$ cat config.mk
export PLATFORM = sky130hd
export DESIGN_NAME = asp_top
export DESIGN_NICKNAME = d
export VERILOG_FILES = /design/src/asp_rx_filter.v /design/src/asp_top.v
export VERILOG_INCLUDE_DIRS = /design/src
export SDC_FILE = /design/constraint.sdc
export NUM_CORES = 1
export LEC_CHECK = 0
export BUFFER_PORTS_ARGS = -buffer_cell sky130_fd_sc_hd__buf_2
export CAP_MARGIN = 20
export CELL_PAD_IN_SITES_DETAIL_PLACEMENT = 1
export CELL_PAD_IN_SITES_GLOBAL_PLACEMENT = 1
export CORE_MARGIN = 5
export CORE_UTILIZATION = 48
export CTS_BUF_LIST = sky130_fd_sc_hd__clkbuf_8
export CTS_CLUSTER_DIAMETER = 80
export DETAILED_ROUTE_END_ITERATION = 10
export PLACE_DENSITY = 0.85
export SYNTH_ARGS = -nofsm -noshare
export SYNTH_HDL_FRONTEND = slang
export SYNTH_HIERARCHICAL = 1
export SYNTH_SLANG_ARGS = --single-unit
$ cat constraint.sdc
create_clock -name sys_clk -period 4.66 [get_ports sys_clk]
set_clock_uncertainty 0.05 [all_clocks]
set_input_delay 0.699 -clock sys_clk [delete_from_list [all_inputs] [get_ports sys_clk]]
set_output_delay 0.699 -clock sys_clk [all_outputs]
set_load 0.1 [all_outputs]
$ cat src/asp_defines.vh
`ifndef ASP_DEFINES_VH
`define ASP_DEFINES_VH
// =====================================================================
// register indices (byte address is four times the index)
`define ASP_ADDR_W 16
`define ASP_IDX_CTRL1 16'h001a
`define ASP_IDX_CTRL2 16'h001b
`define ASP_IDX_DIV 16'h001c
`define ASP_IDX_STAT 16'h001d
`define ASP_IDX_BUF 16'h001e
`define ASP_IDX_GATE 16'h0f75
// =====================================================================
// serial_control_one bit positions
`define ASP_C1_TXE 7
`define ASP_C1_RXE 6
`define ASP_C1_STOPT 5
`define ASP_C1_EVEN 4
`define ASP_C1_PAREN 3
`define ASP_C1_IRSEL 2
`define ASP_C1_BASE 1
// serial_control_two fields
`define ASP_C2_RT_HI 5
`define ASP_C2_RT_LO 3
`define ASP_C2_NR_HI 2
`define ASP_C2_NR_LO 1
`define ASP_C2_STOPR 0
// peripheral_clock_gate: channel_clock_gate position
`define ASP_GATE_BIT 0
// =====================================================================
// reset values
`define ASP_RST_BYTE 8'h00
// =====================================================================
// sample clocks per bit
`define ASP_RT_15 5'h0f
`define ASP_RT_16 5'h10
`define ASP_RT_17 5'h11
// noise rejection limits, in divided-clock periods
`define ASP_NR_1 3'h1
`define ASP_NR_2 3'h2
`define ASP_NR_4 3'h4
// infrared pulse length, in sample clocks
`define ASP_IR_PULSE 5'h03
// last data bit index within a frame (start is index 1)
`define ASP_LAST_DATA 4'h9
// axi responses
`define ASP_RESP_OKAY 2'h0
`define ASP_RESP_SLVERR 2'h2
`endif

$ cat src/asp_rx_filter.v
`timescale 1ns/10ps
`default_nettype none
`include "asp_defines.vh"
// =====================================================================
// receive noise filter: the output follows the input only once the
// input has differed for longer than the selected limit
module asp_rx_filter (
  input wire sys_clk,
  input wire nrst,
  input wire tick,
  input wire [1:0] sel,
  input wire rxd_in,
  output wire rxd_filt
);
  reg filt_q; // filtered level, idles high
  reg [2:0] cnt_q; // ticks the input has disagreed
  reg [2:0] lim; // rejection limit for the code

  // limit decode
  always @*
  begin
    case (sel)
      2'b01: lim = `ASP_NR_1;
      2'b10: lim = `ASP_NR_2;
      default: lim = `ASP_NR_4;
    endcase
  end

  // pulse rejection counter
  always @(posedge sys_clk)
  begin
    if (!nrst)
    begin
      filt_q <= 1'b1;
      cnt_q <= 3'h0;
    end
    else if (sel == 2'b00)
    begin
      // no rejection: one flop of delay only
      filt_q <= rxd_in;
      cnt_q <= 3'h0;
    end
    else if (rxd_in == filt_q)
    begin
      cnt_q <= 3'h0; // pulse ended early: dropped as noise
    end
    else if (tick)
    begin
      if (cnt_q == lim)
      begin
        filt_q <= rxd_in; // longer than the limit: accepted
        cnt_q <= 3'h0;
      end
      else
        cnt_q <= cnt_q + 3'h1;
    end
  end

  assign rxd_filt = filt_q;
endmodule // asp_rx_filter
`default_nettype wire

$ cat src/asp_top.v
// Register access over AXI4-Lite was left to the implementer.
`timescale 1ns/10ps
`default_nettype none
`include "asp_defines.vh"
module asp_top (
  input wire sys_clk,
  input wire nrst,
  input wire [15:0] s_axi_awaddr,
  input wire s_axi_awvalid,
  output wire s_axi_awready,
  input wire [31:0] s_axi_wdata,
  input wire [3:0] s_axi_wstrb,
  input wire s_axi_wvalid,
  output wire s_axi_wready,
  output wire [1:0] s_axi_bresp,
  output wire s_axi_bvalid,
  input wire s_axi_bready,
  input wire [15:0] s_axi_araddr,
  input wire s_axi_arvalid,
  output wire s_axi_arready,
  output wire [31:0] s_axi_rdata,
  output wire [1:0] s_axi_rresp,
  output wire s_axi_rvalid,
  input wire s_axi_rready,
  input wire sys_clk_src,
  input wire slow_clock,
  input wire timer_a_output,
  input wire stop_mode,
  input wire deep_idle_mode,
  input wire deep_sleep_mode,
  input wire port_out_en,
  input wire rxd_in,
  output wire txd_out,
  output wire txd_oe,
  output wire tx_done_irq
);
  // =====================================================================
  // one-hot frame states, shared by both directions
  localparam [4:0] ST_IDLE = 5'h01;
  localparam [4:0] ST_START = 5'h02;
  localparam [4:0] ST_DATA = 5'h04;
  localparam [4:0] ST_PAR = 5'h08;
  localparam [4:0] ST_STOP = 5'h10;

  // sample clocks in one frame bit; odd is frame index parity
  function [4:0] bit_len;
    input [2:0] code;
    input odd;
    begin
      case (code)
        3'h0: bit_len = `ASP_RT_16;
        3'h1: bit_len = odd ? `ASP_RT_16 : `ASP_RT_17;
        3'h2: bit_len = `ASP_RT_15;
        3'h3: bit_len = odd ? `ASP_RT_15 : `ASP_RT_16;
        3'h4: bit_len = `ASP_RT_17;
        default: bit_len = `ASP_RT_16; // reserved codes act as 000
      endcase
    end
  endfunction

  // register index match on a byte address
  function hit;
    input [15:0] addr;
    input [15:0] idx;
    begin
      hit = (addr[15:2] == idx[13:0]) && (addr[1:0] == 2'b00);
    end
  endfunction

  // =====================================================================
  // state
  reg awready_q, wready_q, bvalid_q, arready_q, rvalid_q;
  reg [1:0] bresp_q, rresp_q;
  reg [31:0] rdata_q;
  reg [15:0] aw_addr_q; // latched write address
  reg [7:0] w_data_q; // latched low byte
  reg w_lane_q; // low byte lane enabled
  reg txe_q, rxe_q, stopt_q, even_q, paren_q, irsel_q, base_q;
  reg [2:0] rtsel_q;
  reg [1:0] nrsel_q;
  reg stopr_q;
  reg [7:0] div_q, gate_q, div_cnt_q;
  reg [4:0] tx_st_q, rx_st_q;
  reg [7:0] tbuf_q, tx_sh_q, rbuf_q, rx_sh_q;
  reg [4:0] tx_rt_q, rx_rt_q; // sample clocks into the bit
  reg [3:0] tx_idx_q, rx_idx_q; // frame bit index, start is 1
  reg tx_line_q, tx_par_q, tx_stop2_q, tbsy_q, tx_full_flag_q, irq_q;
  reg rx_stop2_q, rx_pbad_q, rbsy_q, rx_full_flag_q, parity_error_flag_q, framing_error_flag_q, overrun_error_flag_q;
  reg txd_q, txd_oe_q;
  reg [7:0] rd_byte; // read mux result
  reg rd_ok; // read address is mapped
  reg txd_d, txd_oe_d;

  // =====================================================================
  // combinational terms
  wire low_pwr = stop_mode | deep_idle_mode | deep_sleep_mode;
  wire gate_on = gate_q[`ASP_GATE_BIT];
  wire wr_do = awready_q == 1'b0 && wready_q == 1'b0 && !bvalid_q;
  wire wr_lo = wr_do & w_lane_q;
  wire rd_take = s_axi_arvalid & arready_q;
  wire wr_ok = hit(aw_addr_q, `ASP_IDX_CTRL1) | hit(aw_addr_q, `ASP_IDX_CTRL2) |
    hit(aw_addr_q, `ASP_IDX_DIV) | hit(aw_addr_q, `ASP_IDX_STAT) |
    hit(aw_addr_q, `ASP_IDX_BUF) | hit(aw_addr_q, `ASP_IDX_GATE);
  wire wr_txbuf = wr_lo & hit(aw_addr_q, `ASP_IDX_BUF);
  wire rd_rxbuf = rd_take & hit(s_axi_araddr, `ASP_IDX_BUF);
  wire tx_free = ~txe_q & ~tbsy_q;
  wire rx_free = ~rxe_q & ~rbsy_q;
  wire all_free = tx_free & rx_free;
  // base clock: gear clock is every cycle, slow clock is a pulse
  wire base_tick = gate_on & ~low_pwr & ~base_q & (sys_clk_src ? slow_clock : 1'b1);
  // timer output bypasses the divisor; it is not phase locked to the
  // frame so a start bit may come out short by one tick period
  wire rt_tick = base_q ? (gate_on & ~low_pwr & timer_a_output) :
    (base_tick & (div_cnt_q == div_q));
  wire rxf; // filtered receive level
  wire [4:0] tx_len = bit_len(rtsel_q, tx_idx_q[0]);
  wire [4:0] rx_len = bit_len(rtsel_q, rx_idx_q[0]);
  wire tx_end = rt_tick & (tx_rt_q == tx_len - 5'h01);
  wire rx_end = rt_tick & (rx_rt_q == rx_len - 5'h01);
  wire rx_mid = rt_tick & (rx_rt_q == {1'b0, rx_len[4:1]});
  wire tx_load = tx_st_q == ST_IDLE && txe_q && tx_full_flag_q && rt_tick && !low_pwr;
  wire [7:0] status = {parity_error_flag_q, framing_error_flag_q, overrun_error_flag_q, 1'b0, rbsy_q, rx_full_flag_q, tbsy_q, tx_full_flag_q};

  asp_rx_filter u_filt (
    .sys_clk(sys_clk),
    .nrst(nrst),
    .tick(rt_tick),
    .sel(nrsel_q),
    .rxd_in(rxd_in),
    .rxd_filt(rxf)
  );

  // =====================================================================
  // axi4-lite slave: address and data taken in either order
  always @(posedge sys_clk)
  begin
    if (!nrst)
    begin
      awready_q <= 1'b1;
      wready_q <= 1'b1;
      bvalid_q <= 1'b0;
      bresp_q <= `ASP_RESP_OKAY;
      arready_q <= 1'b1;
      rvalid_q <= 1'b0;
      rresp_q <= `ASP_RESP_OKAY;
      rdata_q <= 32'h0000_0000;
      aw_addr_q <= 16'h0000;
      w_data_q <= `ASP_RST_BYTE;
      w_lane_q <= 1'b0;
    end
    else
    begin
      if (s_axi_awvalid && awready_q)
      begin
        aw_addr_q <= s_axi_awaddr;
        awready_q <= 1'b0;
      end
      if (s_axi_wvalid && wready_q)
      begin
        w_data_q <= s_axi_wdata[7:0];
        w_lane_q <= s_axi_wstrb[0];
        wready_q <= 1'b0;
      end
      // both halves held: register write happens this cycle
      if (wr_do)
      begin
        bvalid_q <= 1'b1;
        bresp_q <= wr_ok ? `ASP_RESP_OKAY : `ASP_RESP_SLVERR;
      end
      if (bvalid_q && s_axi_bready)
      begin
        bvalid_q <= 1'b0;
        awready_q <= 1'b1;
        wready_q <= 1'b1;
      end
      // reads answer one cycle after the address is taken
      if (rd_take)
      begin
        arready_q <= 1'b0;
        rvalid_q <= 1'b1;
        rdata_q <= {24'h00_0000, rd_byte};
        rresp_q <= rd_ok ? `ASP_RESP_OKAY : `ASP_RESP_SLVERR;
      end
      if (rvalid_q && s_axi_rready)
      begin
        rvalid_q <= 1'b0;
        arready_q <= 1'b1;
      end
    end
  end

  // read mux; the buffer address reads received data
  always @*
  begin
    rd_ok = 1'b1;
    if (hit(s_axi_araddr, `ASP_IDX_CTRL1))
      rd_byte = {txe_q, rxe_q, stopt_q, even_q, paren_q, irsel_q, base_q, 1'b0};
    else if (hit(s_axi_araddr, `ASP_IDX_CTRL2))
      rd_byte = {2'b00, rtsel_q, nrsel_q, stopr_q};
    else if (hit(s_axi_araddr, `ASP_IDX_DIV))
      rd_byte = div_q;
    else if (hit(s_axi_araddr, `ASP_IDX_STAT))
      rd_byte = status;
    else if (hit(s_axi_araddr, `ASP_IDX_BUF))
      rd_byte = rbuf_q; // transmit buffer never reads back
    else if (hit(s_axi_araddr, `ASP_IDX_GATE))
      rd_byte = gate_q;
    else
    begin
      rd_byte = `ASP_RST_BYTE;
      rd_ok = 1'b0;
    end
  end

  // =====================================================================
  // control registers with change protection
  always @(posedge sys_clk)
  begin
    if (!nrst)
    begin
      {txe_q, rxe_q, stopt_q, even_q, paren_q, irsel_q, base_q} <= 7'h00;
      rtsel_q <= 3'h0;
      nrsel_q <= 2'h0;
      stopr_q <= 1'b0;
      div_q <= `ASP_RST_BYTE;
      gate_q <= `ASP_RST_BYTE; // channel off until software sets the gate
    end
    else
    begin
      if (wr_lo && hit(aw_addr_q, `ASP_IDX_CTRL1))
      begin
        txe_q <= w_data_q[`ASP_C1_TXE];
        rxe_q <= w_data_q[`ASP_C1_RXE];
        // protected fields keep old value while enabled or busy
        if (tx_free)
        begin
          stopt_q <= w_data_q[`ASP_C1_STOPT];
          irsel_q <= w_data_q[`ASP_C1_IRSEL];
        end
        if (all_free)
        begin
          even_q <= w_data_q[`ASP_C1_EVEN];
          paren_q <= w_data_q[`ASP_C1_PAREN];
          base_q <= w_data_q[`ASP_C1_BASE];
        end
      end
      if (wr_lo && hit(aw_addr_q, `ASP_IDX_CTRL2))
      begin
        if (all_free)
          rtsel_q <= w_data_q[`ASP_C2_RT_HI:`ASP_C2_RT_LO];
        if (rx_free)
        begin
          nrsel_q <= w_data_q[`ASP_C2_NR_HI:`ASP_C2_NR_LO];
          stopr_q <= w_data_q[`ASP_C2_STOPR];
        end
      end
      // divisor unprotected; software idles the channel first
      if (wr_lo && hit(aw_addr_q, `ASP_IDX_DIV))
        div_q <= w_data_q;
      if (wr_lo && hit(aw_addr_q, `ASP_IDX_GATE))
        gate_q <= w_data_q;
      // low power drops only the enables; the rest is held
      if (low_pwr)
      begin
        txe_q <= 1'b0;
        rxe_q <= 1'b0;
      end
    end
  end

  // baud divisor counter, counts base ticks 0..divisor
  always @(posedge sys_clk)
  begin
    if (!nrst || !gate_on || base_q)
      div_cnt_q <= `ASP_RST_BYTE;
    else if (base_tick)
      div_cnt_q <= (div_cnt_q == div_q) ? `ASP_RST_BYTE : div_cnt_q + 8'h01;
  end

  // =====================================================================
  // transmitter
  always @(posedge sys_clk)
  begin
    if (!nrst)
    begin
      tx_st_q <= ST_IDLE;
      tbuf_q <= `ASP_RST_BYTE;
      tx_sh_q <= `ASP_RST_BYTE;
      tx_rt_q <= 5'h00;
      tx_idx_q <= 4'h0;
      tx_line_q <= 1'b1;
      {tx_par_q, tx_stop2_q, tbsy_q, tx_full_flag_q, irq_q} <= 5'h00;
    end
    else
    begin
      irq_q <= tx_load; // event raised as the byte moves out
      if (wr_txbuf)
        tbuf_q <= w_data_q;
      // write sets, load clears; a disabled channel drops the byte
      tx_full_flag_q <= wr_txbuf | (tx_full_flag_q & ~(tx_load | ~txe_q | low_pwr));
      if (low_pwr)
      begin
        tx_st_q <= ST_IDLE;
        tbsy_q <= 1'b0;
        tx_full_flag_q <= 1'b0;
        tx_line_q <= 1'b1;
        tx_rt_q <= 5'h00;
      end
      else if (tx_load)
      begin
        tx_st_q <= ST_START;
        tx_sh_q <= tbuf_q;
        tx_par_q <= even_q ? ^tbuf_q : ~^tbuf_q;
        tx_line_q <= 1'b0; // start bit low
        tbsy_q <= 1'b1;
        tx_rt_q <= 5'h00;
        tx_idx_q <= 4'h1;
      end
      else if (tx_st_q != ST_IDLE && rt_tick)
      begin
        // frame runs to its end even if the enable drops
        tx_rt_q <= tx_end ? 5'h00 : tx_rt_q + 5'h01;
        if (tx_end)
        begin
          tx_idx_q <= tx_idx_q + 4'h1;
          case (tx_st_q)
            ST_START:
            begin
              tx_st_q <= ST_DATA;
              tx_line_q <= tx_sh_q[0]; // lsb first
            end
            ST_DATA:
            begin
              tx_sh_q <= {1'b0, tx_sh_q[7:1]};
              if (tx_idx_q == `ASP_LAST_DATA)
              begin
                tx_st_q <= paren_q ? ST_PAR : ST_STOP;
                tx_line_q <= paren_q ? tx_par_q : 1'b1;
                tx_stop2_q <= stopt_q;
              end
              else
                tx_line_q <= tx_sh_q[1];
            end
            ST_PAR:
            begin
              tx_st_q <= ST_STOP;
              tx_line_q <= 1'b1;
            end
            ST_STOP:
            begin
              if (tx_stop2_q)
                tx_stop2_q <= 1'b0; // second stop bit
              else
              begin
                tx_st_q <= ST_IDLE;
                tbsy_q <= 1'b0;
              end
            end
            default: tx_st_q <= ST_IDLE;
          endcase
        end
      end
    end
  end

  // pin: plain level or short high pulse per zero bit
  always @*
  begin
    txd_oe_d = 1'b1;
    if (low_pwr)
    begin
      txd_d = ~irsel_q;
      if (stop_mode && !port_out_en)
        txd_oe_d = 1'b0;
    end
    else if (irsel_q)
      txd_d = ~tx_line_q && tx_rt_q < `ASP_IR_PULSE;
    else
      txd_d = tx_line_q;
  end

  always @(posedge sys_clk)
  begin
    if (!nrst)
    begin
      txd_q <= 1'b1;
      txd_oe_q <= 1'b1;
    end
    else
    begin
      txd_q <= txd_d;
      txd_oe_q <= txd_oe_d;
    end
  end

  // =====================================================================
  // receiver, samples at the middle of each bit except the first of two stop bits
  always @(posedge sys_clk)
  begin
    if (!nrst)
    begin
      rx_st_q <= ST_IDLE;
      rbuf_q <= `ASP_RST_BYTE;
      rx_sh_q <= `ASP_RST_BYTE;
      rx_rt_q <= 5'h00;
      rx_idx_q <= 4'h0;
      {rx_stop2_q, rx_pbad_q, rbsy_q, rx_full_flag_q, parity_error_flag_q, framing_error_flag_q, overrun_error_flag_q} <= 7'h00;
    end
    else
    begin
      // reading the buffer frees it and clears the errors; a frame
      // ending in the same cycle sets again below and wins
      if (rd_rxbuf)
      begin
        rx_full_flag_q <= 1'b0;
        {parity_error_flag_q, framing_error_flag_q, overrun_error_flag_q} <= 3'h0;
      end
      if (low_pwr)
      begin
        rx_st_q <= ST_IDLE; // buffer left as is, not guaranteed
        {rbsy_q, rx_full_flag_q, parity_error_flag_q, framing_error_flag_q, overrun_error_flag_q} <= 5'h00;
        rx_rt_q <= 5'h00;
      end
      else if (rx_st_q == ST_IDLE)
      begin
        if (rxe_q && !rxf && rt_tick)
        begin
          rx_st_q <= ST_START;
          rbsy_q <= 1'b1;
          rx_rt_q <= 5'h00;
          rx_idx_q <= 4'h1;
        end
      end
      else if (rt_tick)
      begin
        rx_rt_q <= rx_end ? 5'h00 : rx_rt_q + 5'h01;
        if (rx_end)
          rx_idx_q <= rx_idx_q + 4'h1;
        case (rx_st_q)
          ST_START:
          begin
            if (rx_mid && rxf)
            begin
              rx_st_q <= ST_IDLE; // glitch, not a start bit
              rbsy_q <= 1'b0;
            end
            else if (rx_end)
              rx_st_q <= ST_DATA;
          end
          ST_DATA:
          begin
            if (rx_mid)
              rx_sh_q <= {rxf, rx_sh_q[7:1]}; // lsb first
            if (rx_end && rx_idx_q == `ASP_LAST_DATA)
            begin
              rx_st_q <= paren_q ? ST_PAR : ST_STOP;
              rx_stop2_q <= stopr_q;
              rx_pbad_q <= 1'b0;
            end
          end
          ST_PAR:
          begin
            if (rx_mid)
              rx_pbad_q <= rxf != (even_q ? ^rx_sh_q : ~^rx_sh_q);
            if (rx_end)
              rx_st_q <= ST_STOP;
          end
          ST_STOP:
          begin
            if (rx_stop2_q)
            begin
              if (rx_end)
                rx_stop2_q <= 1'b0; // first of two not checked
            end
            else if (rx_mid)
            begin
              // frame complete at middle of the last stop bit
              rx_st_q <= ST_IDLE;
              rbsy_q <= 1'b0;
              if (rx_full_flag_q && !rd_rxbuf)
                overrun_error_flag_q <= 1'b1; // unread byte kept
              else
              begin
                rbuf_q <= rx_sh_q;
                rx_full_flag_q <= 1'b1;
                parity_error_flag_q <= rx_pbad_q;
                framing_error_flag_q <= ~rxf;
              end
            end
          end
          default: rx_st_q <= ST_IDLE;
        endcase
      end
    end
  end

  // =====================================================================
  // outputs
  assign s_axi_awready = awready_q;
  assign s_axi_wready = wready_q;
  assign s_axi_bresp = bresp_q;
  assign s_axi_bvalid = bvalid_q;
  assign s_axi_arready = arready_q;
  assign s_axi_rdata = rdata_q;
  assign s_axi_rresp = rresp_q;
  assign s_axi_rvalid = rvalid_q;
  assign txd_out = txd_q;
  assign txd_oe = txd_oe_q;
  assign tx_done_irq = irq_q;
endmodule // asp_top
`default_nettype wire

==> impl_metrics.csv, run 1 <==
group,metric,value,unit
power_and_ir_drop,clockPowerShare,0.398,
sta,rsz0062_at_grt,"false",
critical_path,crit_path_start_kind,"register",
synthesis,synth_cell_type_count,77,
route,num_vias,7191,
finish,final_nets,1099,
global_route,grt_max_degree,40,
clock_tree,postCtsHoldBufs,0,
sta,maxSlewViolCount,0,
sta,slew_headroom,0.380,
power_and_ir_drop,ir_drop,0.000228,V
clock_tree,cts_setup_buffers,0,
clock_tree,cts_resized,0,
sta,hold_viol_final,0,
route,drtPass1Iterations,5,
synthesis,synth.top_cell.area_share,0.388,
synthesis,synth_seq_area_share,0.388,
worst_hold_path,hold_class,"in2reg",
power_and_ir_drop,switchingPower,804,uW
route,wl_per_cell,19.0,um
clock_tree,clock_sinks,156,
finish,syn_to_final_growth,10.6,%
synthesis,synth_area,8060,um^2
synthesis,synthArstFlopShare,0,
sta,finalSetupTns,0,ns
synthesis,yosys-top-cells-area,"dfxtp_1 (39%), mux2i_1 (7.2%), nand2_1 (5.3%)",
place,placed_cell_area,8490,um^2
synthesis,synth_top_area_cell,"dfxtp_1",
power_and_ir_drop,power.static_leakage,3.40,nW
critical_path,critPathMaxFanout,16,
power_and_ir_drop,power_frac_seq,0.499,
clock_tree,htreeDepth,4,
synthesis,synth_edf_count,0,
place,place_ws,1.12,ns
global_route,grt.total_usage,0.239,
global_route,antenna_found_initial,0,
synthesis,netlist_instances,943,
die,core_area,16500,um^2
die,rows,47,
finish,drive_above_1_share,0.137,
global_route,grt_pass1_wl,38100,um
sta,fin_crit_sh,0.777,
sta,setup_viol,0,
power_and_ir_drop,power_density,311,nW/um^2
clock_tree,root_buffer,"clkbuf_8",
critical_path,critPathKind,"reg2reg",
sta,worst_pin_slew,0.922,ns
die,ios,127,
run,cap_viol_max_count,0,
die,die_h,140,um
route,drt-initial-drc-count,480,
synthesis,avgSynthCellArea,8.54,um^2
synthesis,synth-seq-cells,156,
route,drc,0,
place,portBuffers,73,
clock_tree,cts_tree,"yes",
critical_path,crit_path_end_kind,"register",
power_and_ir_drop,swShare,0.290,
place,dp.cells,1202,
sta,setup_ws,1.04,ns
global_route,grt_overflow,0,
place,hpwl,16800,um
die,initial_core_util,0.487,
clock_tree,clkTransAtPathRegs,0.08,ns
route,routed_wl,23400,um
place,place_congestion,0.858,
global_route,grt_pass1_vias,7383,
finish,fin_area,8910,um^2
route,vias_per_cell,5.83,
die,dieArea,19500,um^2
power_and_ir_drop,intPower,1.97,mW
route,ant_nets,0,
clock_tree,clockBufferDepth,2,
status,status,"finished clean",
sta,fmax,276,MHz
synthesis,synth_top_flop_cell,"dfxtp_1",
finish,antennaDiodeCount,0,
power_and_ir_drop,comb_power_share,0.103,
critical_path,worstPathArrival,3.94,ns
finish,fin_cells,1233,
clock_tree,cts_buffers,17,
clock_tree,clk_latency,0.47,ns
critical_path,cp.required,4.98,ns
die,die_width,140,um
power_and_ir_drop,finalPower,2.77,mW
synthesis,yosys_warnings,6,
sta,final.min_clock_period,3.62,ns
## cell type report
class	instances	area [um^2]
Sequential cell	156	3120
Clock buffer	19	262
Fill cell	2022	7610
Multi-Input combinational cell	722	4580
Clock inverter	12	161
Tap cell	220	275
Timing Repair Buffer	81	425
Inverter	23	86.3
## flip-flops by register name, indices dropped and copies added (netlist names), 5 cells and up
register	cells
rx_sh_q	8
rbuf_q	8
tx_st_q	5
div_q	8
div_cnt_q	8
rx_rt_q	5
w_data_q	8
aw_addr_q	16
tx_sh_q	8
tbuf_q	8
s_axi_rdata	8
gate_q	8
rx_st_q	5
tx_rt_q	5
## kinds of logic after synthesis
logic type / share of synthesized area
other: 0.000466
AND/OR/NAND/NOR: 0.229
AO/OA/AOI/OAI: 0.166
buffers and inverters: 0.0561
flip-flops: 0.388
XOR/XNOR: 0.0582
adder cells (fa/ha/maj): 0.0233
multiplexers: 0.0791
## cell usage in the layout (no fill, tap or decap), types with 6 or more instances in the layout
cell        n
dfxtp_1   156
nand2_1   113
nor2_1     90
a21oi_1    80
buf_2      73
mux2i_1    58
nand3_1    41
o21ai_0    29
xnor2_1    28
conb_1     26
inv_1      23
xor2_1     23
clkbuf_8   19
ha_1       15
o31ai_1    14
nand2b_1   13
nor3_1     12
or4_1      12
nand4_1    11
nor2b_1    10
o221ai_1    9
nor4_1      9
a31oi_1     9
nand3b_1    8
buf_4       8
and3_1      7
a21o_1      7
a22o_1      6
## cells in the mapped netlist (15+ instances only)
| library cell | n |
|---|---|
| a21oi_1 | 80 |
| buf_4 | 26 |
| clkbuf_1 | 38 |
| dfxtp_1 | 156 |
| ha_1 | 15 |
| inv_1 | 22 |
| mux2i_1 | 58 |
| nand2_1 | 113 |
| nand3_1 | 41 |
| nor2_1 | 91 |
| o21ai_0 | 29 |
| xnor2_1 | 28 |
| xor2_1 | 23 |
## critical path, cell delays in order, from the launching register on
cell	delay, ns
dfxtp_1	0.51
or4b_1	0.48
o221ai_1	0.21
inv_1	0.09
ha_1	0.32
xnor2_1	0.13
nor3_1	0.25
and3_1	0.24
nand3_1	0.45
or3_1	0.52
o311ai_1	0.26
## final timing paths
path / start / endpoint / slack, ns / cells after the start
setup / recovery: rtsel_q[0]$_SDFFE_PN0P_ / tx_line_q$_SDFFE_PP1P_ / 1.04 / 10
hold / removal: port_out_en / txd_oe$_SDFF_PN1_ / 0.37 / 2
setup reg to reg: rtsel_q[0]$_SDFFE_PN0P_ / tx_line_q$_SDFFE_PP1P_ / 1.04 / 10
hold reg to reg: aw_addr_q[14]$_SDFFE_PN0P_ / aw_addr_q[14]$_SDFFE_PN0P_ / 0.41 / 2
## layer usage
layer	global-route usage	wire length (um)	part of all wire
met3	0.0521	1160	0.049
met5	0	0	0
met2	0.410	11500	0.49
met1	0.303	10300	0.44
met4	0.0709	442	0.019
## power by group through the flow
stage | registers, mW | logic (mW) | clock network (mW)
after floorplan | 1.46 | 0.183 | 0
after CTS | 1.38 | 0.285 | 1.12
final | 1.38 | 0.286 | 1.10
after detailed placement | 1.41 | 0.284 | 0
after global placement | 1.41 | 0.281 | 0
after global routing | 1.39 | 0.302 | 1.17
## stage by stage
step,util,hold WS (ns)
after floorplan,-,0.382
after global placement,0.514,0.391
after detailed placement,0.514,0.399
after CTS,0.539,0.357
after global routing,0.539,0.360
final,0.539,0.373
Power figures use the tool's default switching activity.
==> inputs of run 2 (changes only) <==
ABC_AREA = 1   (was not set)
CORE_UTILIZATION = 38   (was 48)
PLACE_DENSITY = 0.74   (was 0.85)
clock period = 3.2 ns   (was 4.66 ns; I/O delays follow)
==> impl_metrics.csv, run 2 <==
group,metric,value,unit
status,status,"finished clean",
synthesis,synth_area,8280,um^2
sta,rsz0062_at_grt,"false",
finish,seqCellArea,3120,um^2
critical_path,cp_slowest_cell,"dfxtp_1",
die,core_area,21600,um^2
sta,holdWs,0.147,ns
global_route,grt_pass1_vias,7925,
synthesis,synth_common_cells,"nand2_1 (179), inv_1 (170), dfxtp_1 (156)",
die,rows,54,
power_and_ir_drop,power_frac_seq,0.497,
critical_path,cp.required,3.51,ns
synthesis,netlist_instances,1181,
power_and_ir_drop,intPower,2.85,mW
route,ant_nets,0,
route,wl_per_cell,15.3,um
clock_tree,clockBufferDepth,2,
finish,layout_commonest_cell,"nand2_1",
route,num_vias,7806,
clock_tree,clock_sinks,156,
clock_tree,htreeDepth,4,
critical_path,crit_path_start_kind,"register",
clock_tree,cts_tree,"yes",
sta,fin_crit_sh,0.866,
place,hpwl,18400,um
place,place_ws,0.416,ns
global_route,grt_pass1_wl,38700,um
route,drc,0,
sta,maxSlewViolCount,0,
synthesis,avgSynthCellArea,7.01,um^2
finish,syn_to_final_growth,11.8,%
synthesis,synth-seq-cells,156,
run,cap_viol_max_count,0,
clock_tree,cts_resized,0,
power_and_ir_drop,comb_power_share,0.112,
power_and_ir_drop,swShare,0.301,
critical_path,worstPathArrival,3.08,ns
sta,setup_ws,0.428,ns
finish,drive_above_1_share,0.133,
global_route,antenna_found_initial,1,
power_and_ir_drop,power.static_leakage,3.76,nW
route,vias_per_cell,5.04,
clock_tree,root_buffer,"clkbuf_8",
synthesis,synth_cell_type_count,50,
critical_path,critPathMaxFanout,8,
clock_tree,postCtsHoldBufs,0,
sta,setup_viol,0,
sta,hold_viol_final,0,
synthesis,synth_top_area_cell,"dfxtp_1",
clock_tree,clkTransAtPathRegs,0.09,ns
power_and_ir_drop,power_density,440,nW/um^2
finish,top_register,"aw_addr_q",
critical_path,critPathKind,"reg2reg",
synthesis,synthArstFlopShare,0,
synthesis,synth.top_cell.area_share,0.377,
power_and_ir_drop,finalPower,4.08,mW
finish,fin_area,9260,um^2
place,portBuffers,73,
route,routed_wl,23700,um
synthesis,synth_edf_count,0,
clock_tree,cts_buffers,17,
die,dieArea,24900,um^2
finish,multi_input_area,4240,um^2
synthesis,synth_top_flop_cell,"dfxtp_1",
sta,slew_headroom,0.510,
finish,final_cell_mix,"nand2_1 (179), inv_1 (170), dfxtp_1 (156)",
die,die_h,158,um
clock_tree,cts_setup_buffers,0,
critical_path,path_delay_family,"simple AND/OR/NAND/NOR gates",
global_route,grt_overflow,0,
finish,final_nets,1353,
die,initial_core_util,0.383,
finish,antennaDiodeCount,0,
sta,final.min_clock_period,2.77,ns
sta,fmax,361,MHz
place,dp.cells,1516,
global_route,grt_max_degree,71,
critical_path,cp.buffers_inverters,3,
die,ios,127,
synthesis,synth_seq_area_share,0.377,
die,die_width,158,um
sta,worst_pin_slew,0.732,ns
route,drt-initial-drc-count,308,
finish,nFillCells,2836,
critical_path,crit_path_end_kind,"register",
place,place_congestion,0.871,
power_and_ir_drop,ir_drop,0.000235,V
worst_hold_path,hold_class,"in2reg",
power_and_ir_drop,switchingPower,1.23,mW
sta,finalSetupTns,0,ns
global_route,grt.total_usage,0.195,
critical_path,path_cells,"inv_2, o21ai_2, nand3_1, inv_1, ha_1, xor2_1, nand2b_1, nand2_1, nor2_1, nand3_1, nand2_1, clkinv_1, nand2_1, nand3_2, nor2_1, nor2_1",
synthesis,yosys-top-cells-area,"dfxtp_1 (38%), nand2_1 (8.1%), inv_1 (7.7%)",
finish,largest_reg_flops,16,
finish,fin_util,0.428,
synthesis,yosys_warnings,6,
synthesis,synthMostInstantiatedCell,"nand2_1",
critical_path,slowest_delay,0.38,ns
clock_tree,clk_latency,0.47,ns
route,drtPass1Iterations,6,
power_and_ir_drop,clockPowerShare,0.391,
place,placed_cell_area,8840,um^2
finish,fin_cells,1548,
run 2: changes by cell type in the layout (fill, tap and decap cells not counted), sizes merged, moves of 17 or more:
cell | before | now
inv | 28 | 189
o21ai | 29 | 112
nand2 | 113 | 184
mux2i | 58 | 0
nor2 | 92 | 147
nand3 | 41 | 78
nand4 | 12 | 29
run 2: final timing paths:
kind / startpoint / slack (ns) / depth (start not counted) / endpoint
max: rtsel_q[0]$_SDFFE_PN0P_ / 0.43 / 16 / rx_st_q[4]$_SDFFE_PP0P_
min: port_out_en / 0.15 / 2 / txd_oe$_SDFF_PN1_
max reg2reg: rtsel_q[0]$_SDFFE_PN0P_ / 0.43 / 16 / rx_st_q[4]$_SDFFE_PP0P_
min reg2reg: gate_q[1]$_SDFFE_PN0P_ / 0.41 / 2 / gate_q[1]$_SDFFE_PN0P_
run 2: worst reg2reg max path: stages (launching register included):
cell and delay, ns:
dfxtp_1 0.38, inv_2 0.10, o21ai_2 0.33, nand3_1 0.19, inv_1 0.09, ha_1 0.15
xor2_1 0.17, nand2b_1 0.12, nand2_1 0.07, nor2_1 0.15, nand3_1 0.14, nand2_1 0.16
clkinv_1 0.07, nand2_1 0.12, nand3_2 0.17, nor2_1 0.15, nor2_1 0.06
run 2: power by group through the flow:
stage	Sequential, mW	Clock (mW)	Combinational [mW]
3_3_place_gp	2.07	0	0.451
2_1_floorplan	2.14	0	0.293
3_5_place_dp	2.07	0	0.457
4_1_cts	2.03	1.64	0.458
5_1_grt	2.03	1.73	0.491
6_report	2.03	1.59	0.456
run 2: cell families after synthesis:
kind of cell,count (synthesis),synth area share
compound gates,248,0.172
xor+xnor,32,0.0338
fa+ha+maj,15,0.0227
buf+inv,237,0.122
flops,156,0.377
other cells,1,0.000453
simple gates,492,0.272
run 2: area by class of cell:
class | count | area share
multi-input cells | 813 | 0.458
flip-flops and latches | 156 | 0.337
inverters | 185 | 0.0750
repair buffers | 82 | 0.0467
well taps | 280 | 0.0378
clock buffers | 17 | 0.0253
clock inverters | 15 | 0.0201
run 2: metal layers:
| layer | up-vias | GRT usage | share of wire |
|---|---|---|---|
| met5 | - | 0 | 0.00055 |
| met4 | 2 | 0.0684 | 0.019 |
| met3 | 32 | 0.0377 | 0.049 |
| met2 | 156 | 0.328 | 0.47 |
| met1 | 3647 | 0.249 | 0.47 |
| li1 | 3969 | - | - |
==> inputs of run 3 (changes only) <==
CELL_PAD_IN_SITES_DETAIL_PLACEMENT = not set   (was 1)
CELL_PAD_IN_SITES_GLOBAL_PLACEMENT = not set   (was 1)
CORE_UTILIZATION = 54   (was 38)
PLACE_DENSITY = 0.75   (was 0.74)
==> impl_metrics.csv, run 3 (synthesis gave the netlist of run 2 again) <==
group,metric,value,unit
route,num_vias,7813,
clock_tree,clk_latency,0.47,ns
sta,holdWs,0.146,ns
die,rows,45,
power_and_ir_drop,comb_power_share,0.112,
sta,fmax,365,MHz
status,status,"finished clean",
sta,worst_pin_slew,0.726,ns
critical_path,critPathKind,"reg2reg",
place,portBuffers,73,
global_route,grt_overflow,0,
sta,slew_headroom,0.514,
worst_hold_path,hold_class,"in2reg",
worst_hold_path,whs_endpoint,"txd_oe$_SDFF_PN1_",
route,ant_nets,0,
clock_tree,cts_resized,0,
sta,final.min_clock_period,2.74,ns
power_and_ir_drop,power_density,436,nW/um^2
power_and_ir_drop,ir_drop,0.000407,V
sta,hold_viol_final,0,
finish,layout_commonest_cell,"nand2_1",
route,routed_wl,20300,um
die,ios,127,
worst_hold_path,holdPathStages,2,
power_and_ir_drop,finalPower,3.98,mW
route,drc,0,
die,die_width,134,um
clock_tree,clockBufferDepth,2,
place,hpwl,14900,um
finish,nFillCells,1450,
critical_path,worstPathArrival,3.05,ns
finish,drive_above_1_share,0.133,
power_and_ir_drop,clockPowerShare,0.379,
sta,maxSlewViolCount,0,
critical_path,crit_path_end_kind,"register",
critical_path,critPathMaxFanout,8,
finish,fin_util,0.602,
finish,antennaDiodeCount,0,
critical_path,cp.required,3.52,ns
clock_tree,cts_setup_buffers,0,
route,drtPass1Iterations,6,
clock_tree,cts_buffers,17,
critical_path,ff2ff_setup_slack,0.46,ns
die,initial_core_util,0.547,
die,die_h,134,um
die,dieArea,17900,um^2
critical_path,crit_path_start_kind,"register",
power_and_ir_drop,switchingPower,1.25,mW
power_and_ir_drop,power_frac_seq,0.508,
power_and_ir_drop,power.static_leakage,3.75,nW
finish,final_nets,1352,
clock_tree,cts_tree,"yes",
clock_tree,postCtsHoldBufs,0,
clock_tree,clkTransAtPathRegs,0.09,ns
critical_path,r2r_end,"rx_st_q[4]$_SDFFE_PP0P_",
die,core_area,15100,um^2
clock_tree,htreeDepth,4,
sta,setup_ws,0.464,ns
finish,fin_cells,1455,
global_route,grt_pass1_wl,32500,um
global_route,grt.total_usage,0.224,
finish,top_register,"aw_addr_q",
place,dp.cells,1423,
route,wl_per_cell,14.0,um
global_route,antenna_found_initial,0,
sta,setup_viol,0,
finish,syn_to_final_growth,10.1,%
critical_path,reg2reg_depth,15,
place,placed_cell_area,8720,um^2
global_route,grt_pass1_vias,6764,
worst_hold_path,min_from,"port_out_en",
clock_tree,root_buffer,"clkbuf_8",
clock_tree,clock_sinks,156,
sta,rsz0062_at_grt,"false",
critical_path,rr_startpoint,"rtsel_q[0]$_SDFFE_PN0P_",
finish,largest_reg_flops,16,
power_and_ir_drop,swShare,0.314,
power_and_ir_drop,intPower,2.73,mW
place,place_congestion,0.988,
sta,fin_crit_sh,0.855,
finish,fin_area,9120,um^2
route,vias_per_cell,5.37,
run,cap_viol_max_count,0,
finish,final_cell_mix,"nand2_1 (179), inv_1 (170), dfxtp_1 (156)",
route,drt-initial-drc-count,688,
global_route,grt_max_degree,48,
sta,finalSetupTns,0,ns
place,place_ws,0.530,ns
[run 3: changes by cell type in the layout (fill, tap and decap cells not counted), sizes merged]
cell,change
buf,-1
bufinv,-2
clkbuf,+1
clkinv,+2
clkinvlp,-1
[run 3: cell type report]
cell class                      instances  area [um^2]  area share
Sequential cell                       156         3120       0.342
Multi-Input combinational cell        813         4240       0.465
Tap cell                              188          235      0.0258
Inverter                              185          694      0.0761
Clock inverter                         14          155      0.0170
Timing Repair Buffer                   81          425      0.0466
Clock buffer                           18          248      0.0272
[run 3: how the worst max path moves through the flow]
stage                                  from                      end  slack (ns)  depth (start not counted)
CTS                 rtsel_q[0]$_SDFFE_PN0P_  rx_st_q[4]$_SDFFE_PP0P_        0.46                         15
detailed placement  rtsel_q[0]$_SDFFE_PN0P_  rx_st_q[4]$_SDFFE_PP0P_        0.53                         16
global route        rtsel_q[0]$_SDFFE_PN0P_  rx_st_q[4]$_SDFFE_PP0P_        0.20                         16
floorplan           rtsel_q[0]$_SDFFE_PN0P_  rx_st_q[0]$_SDFFE_PP1P_        0.88                         16
finish              rtsel_q[0]$_SDFFE_PN0P_  rx_st_q[4]$_SDFFE_PP0P_        0.46                         15
global placement             deep_idle_mode  rx_st_q[2]$_SDFFE_PP0P_        0.60                         14
[run 3: metal layers]
metal | track usage | up-vias | wire [um]
li1 | - | 3978 | -
met1 | 0.297 | 3543 | 8960
met2 | 0.353 | 253 | 9420
met3 | 0.0604 | 39 | 1450
met4 | 0.0777 | 0 | 499
met5 | 0 | - | 0
[run 3: critical path, stage by stage (launching register included)]
cell	delay, ns
dfxtp_1	0.37
inv_2	0.10
o21ai_2	0.31
nand3_1	0.18
inv_1	0.08
ha_1	0.23
xor2_1	0.19
nand2_1	0.07
nor2_1	0.18
nand3_1	0.14
nand2_1	0.13
clkinv_1	0.09
nand2_1	0.13
nand3_2	0.18
nor2_1	0.16
nor2_1	0.06
[run 3: power groups by stage]
| stage | combinational, mW | clock [mW] | sequential, mW |
|---|---|---|---|
| finish | 0.446 | 1.51 | 2.02 |
| global placement | 0.440 | 0 | 2.07 |
| detailed placement | 0.443 | 0 | 2.07 |
| CTS | 0.444 | 1.54 | 2.02 |
| global route | 0.480 | 1.64 | 2.03 |
| floorplan | 0.293 | 0 | 2.14 |
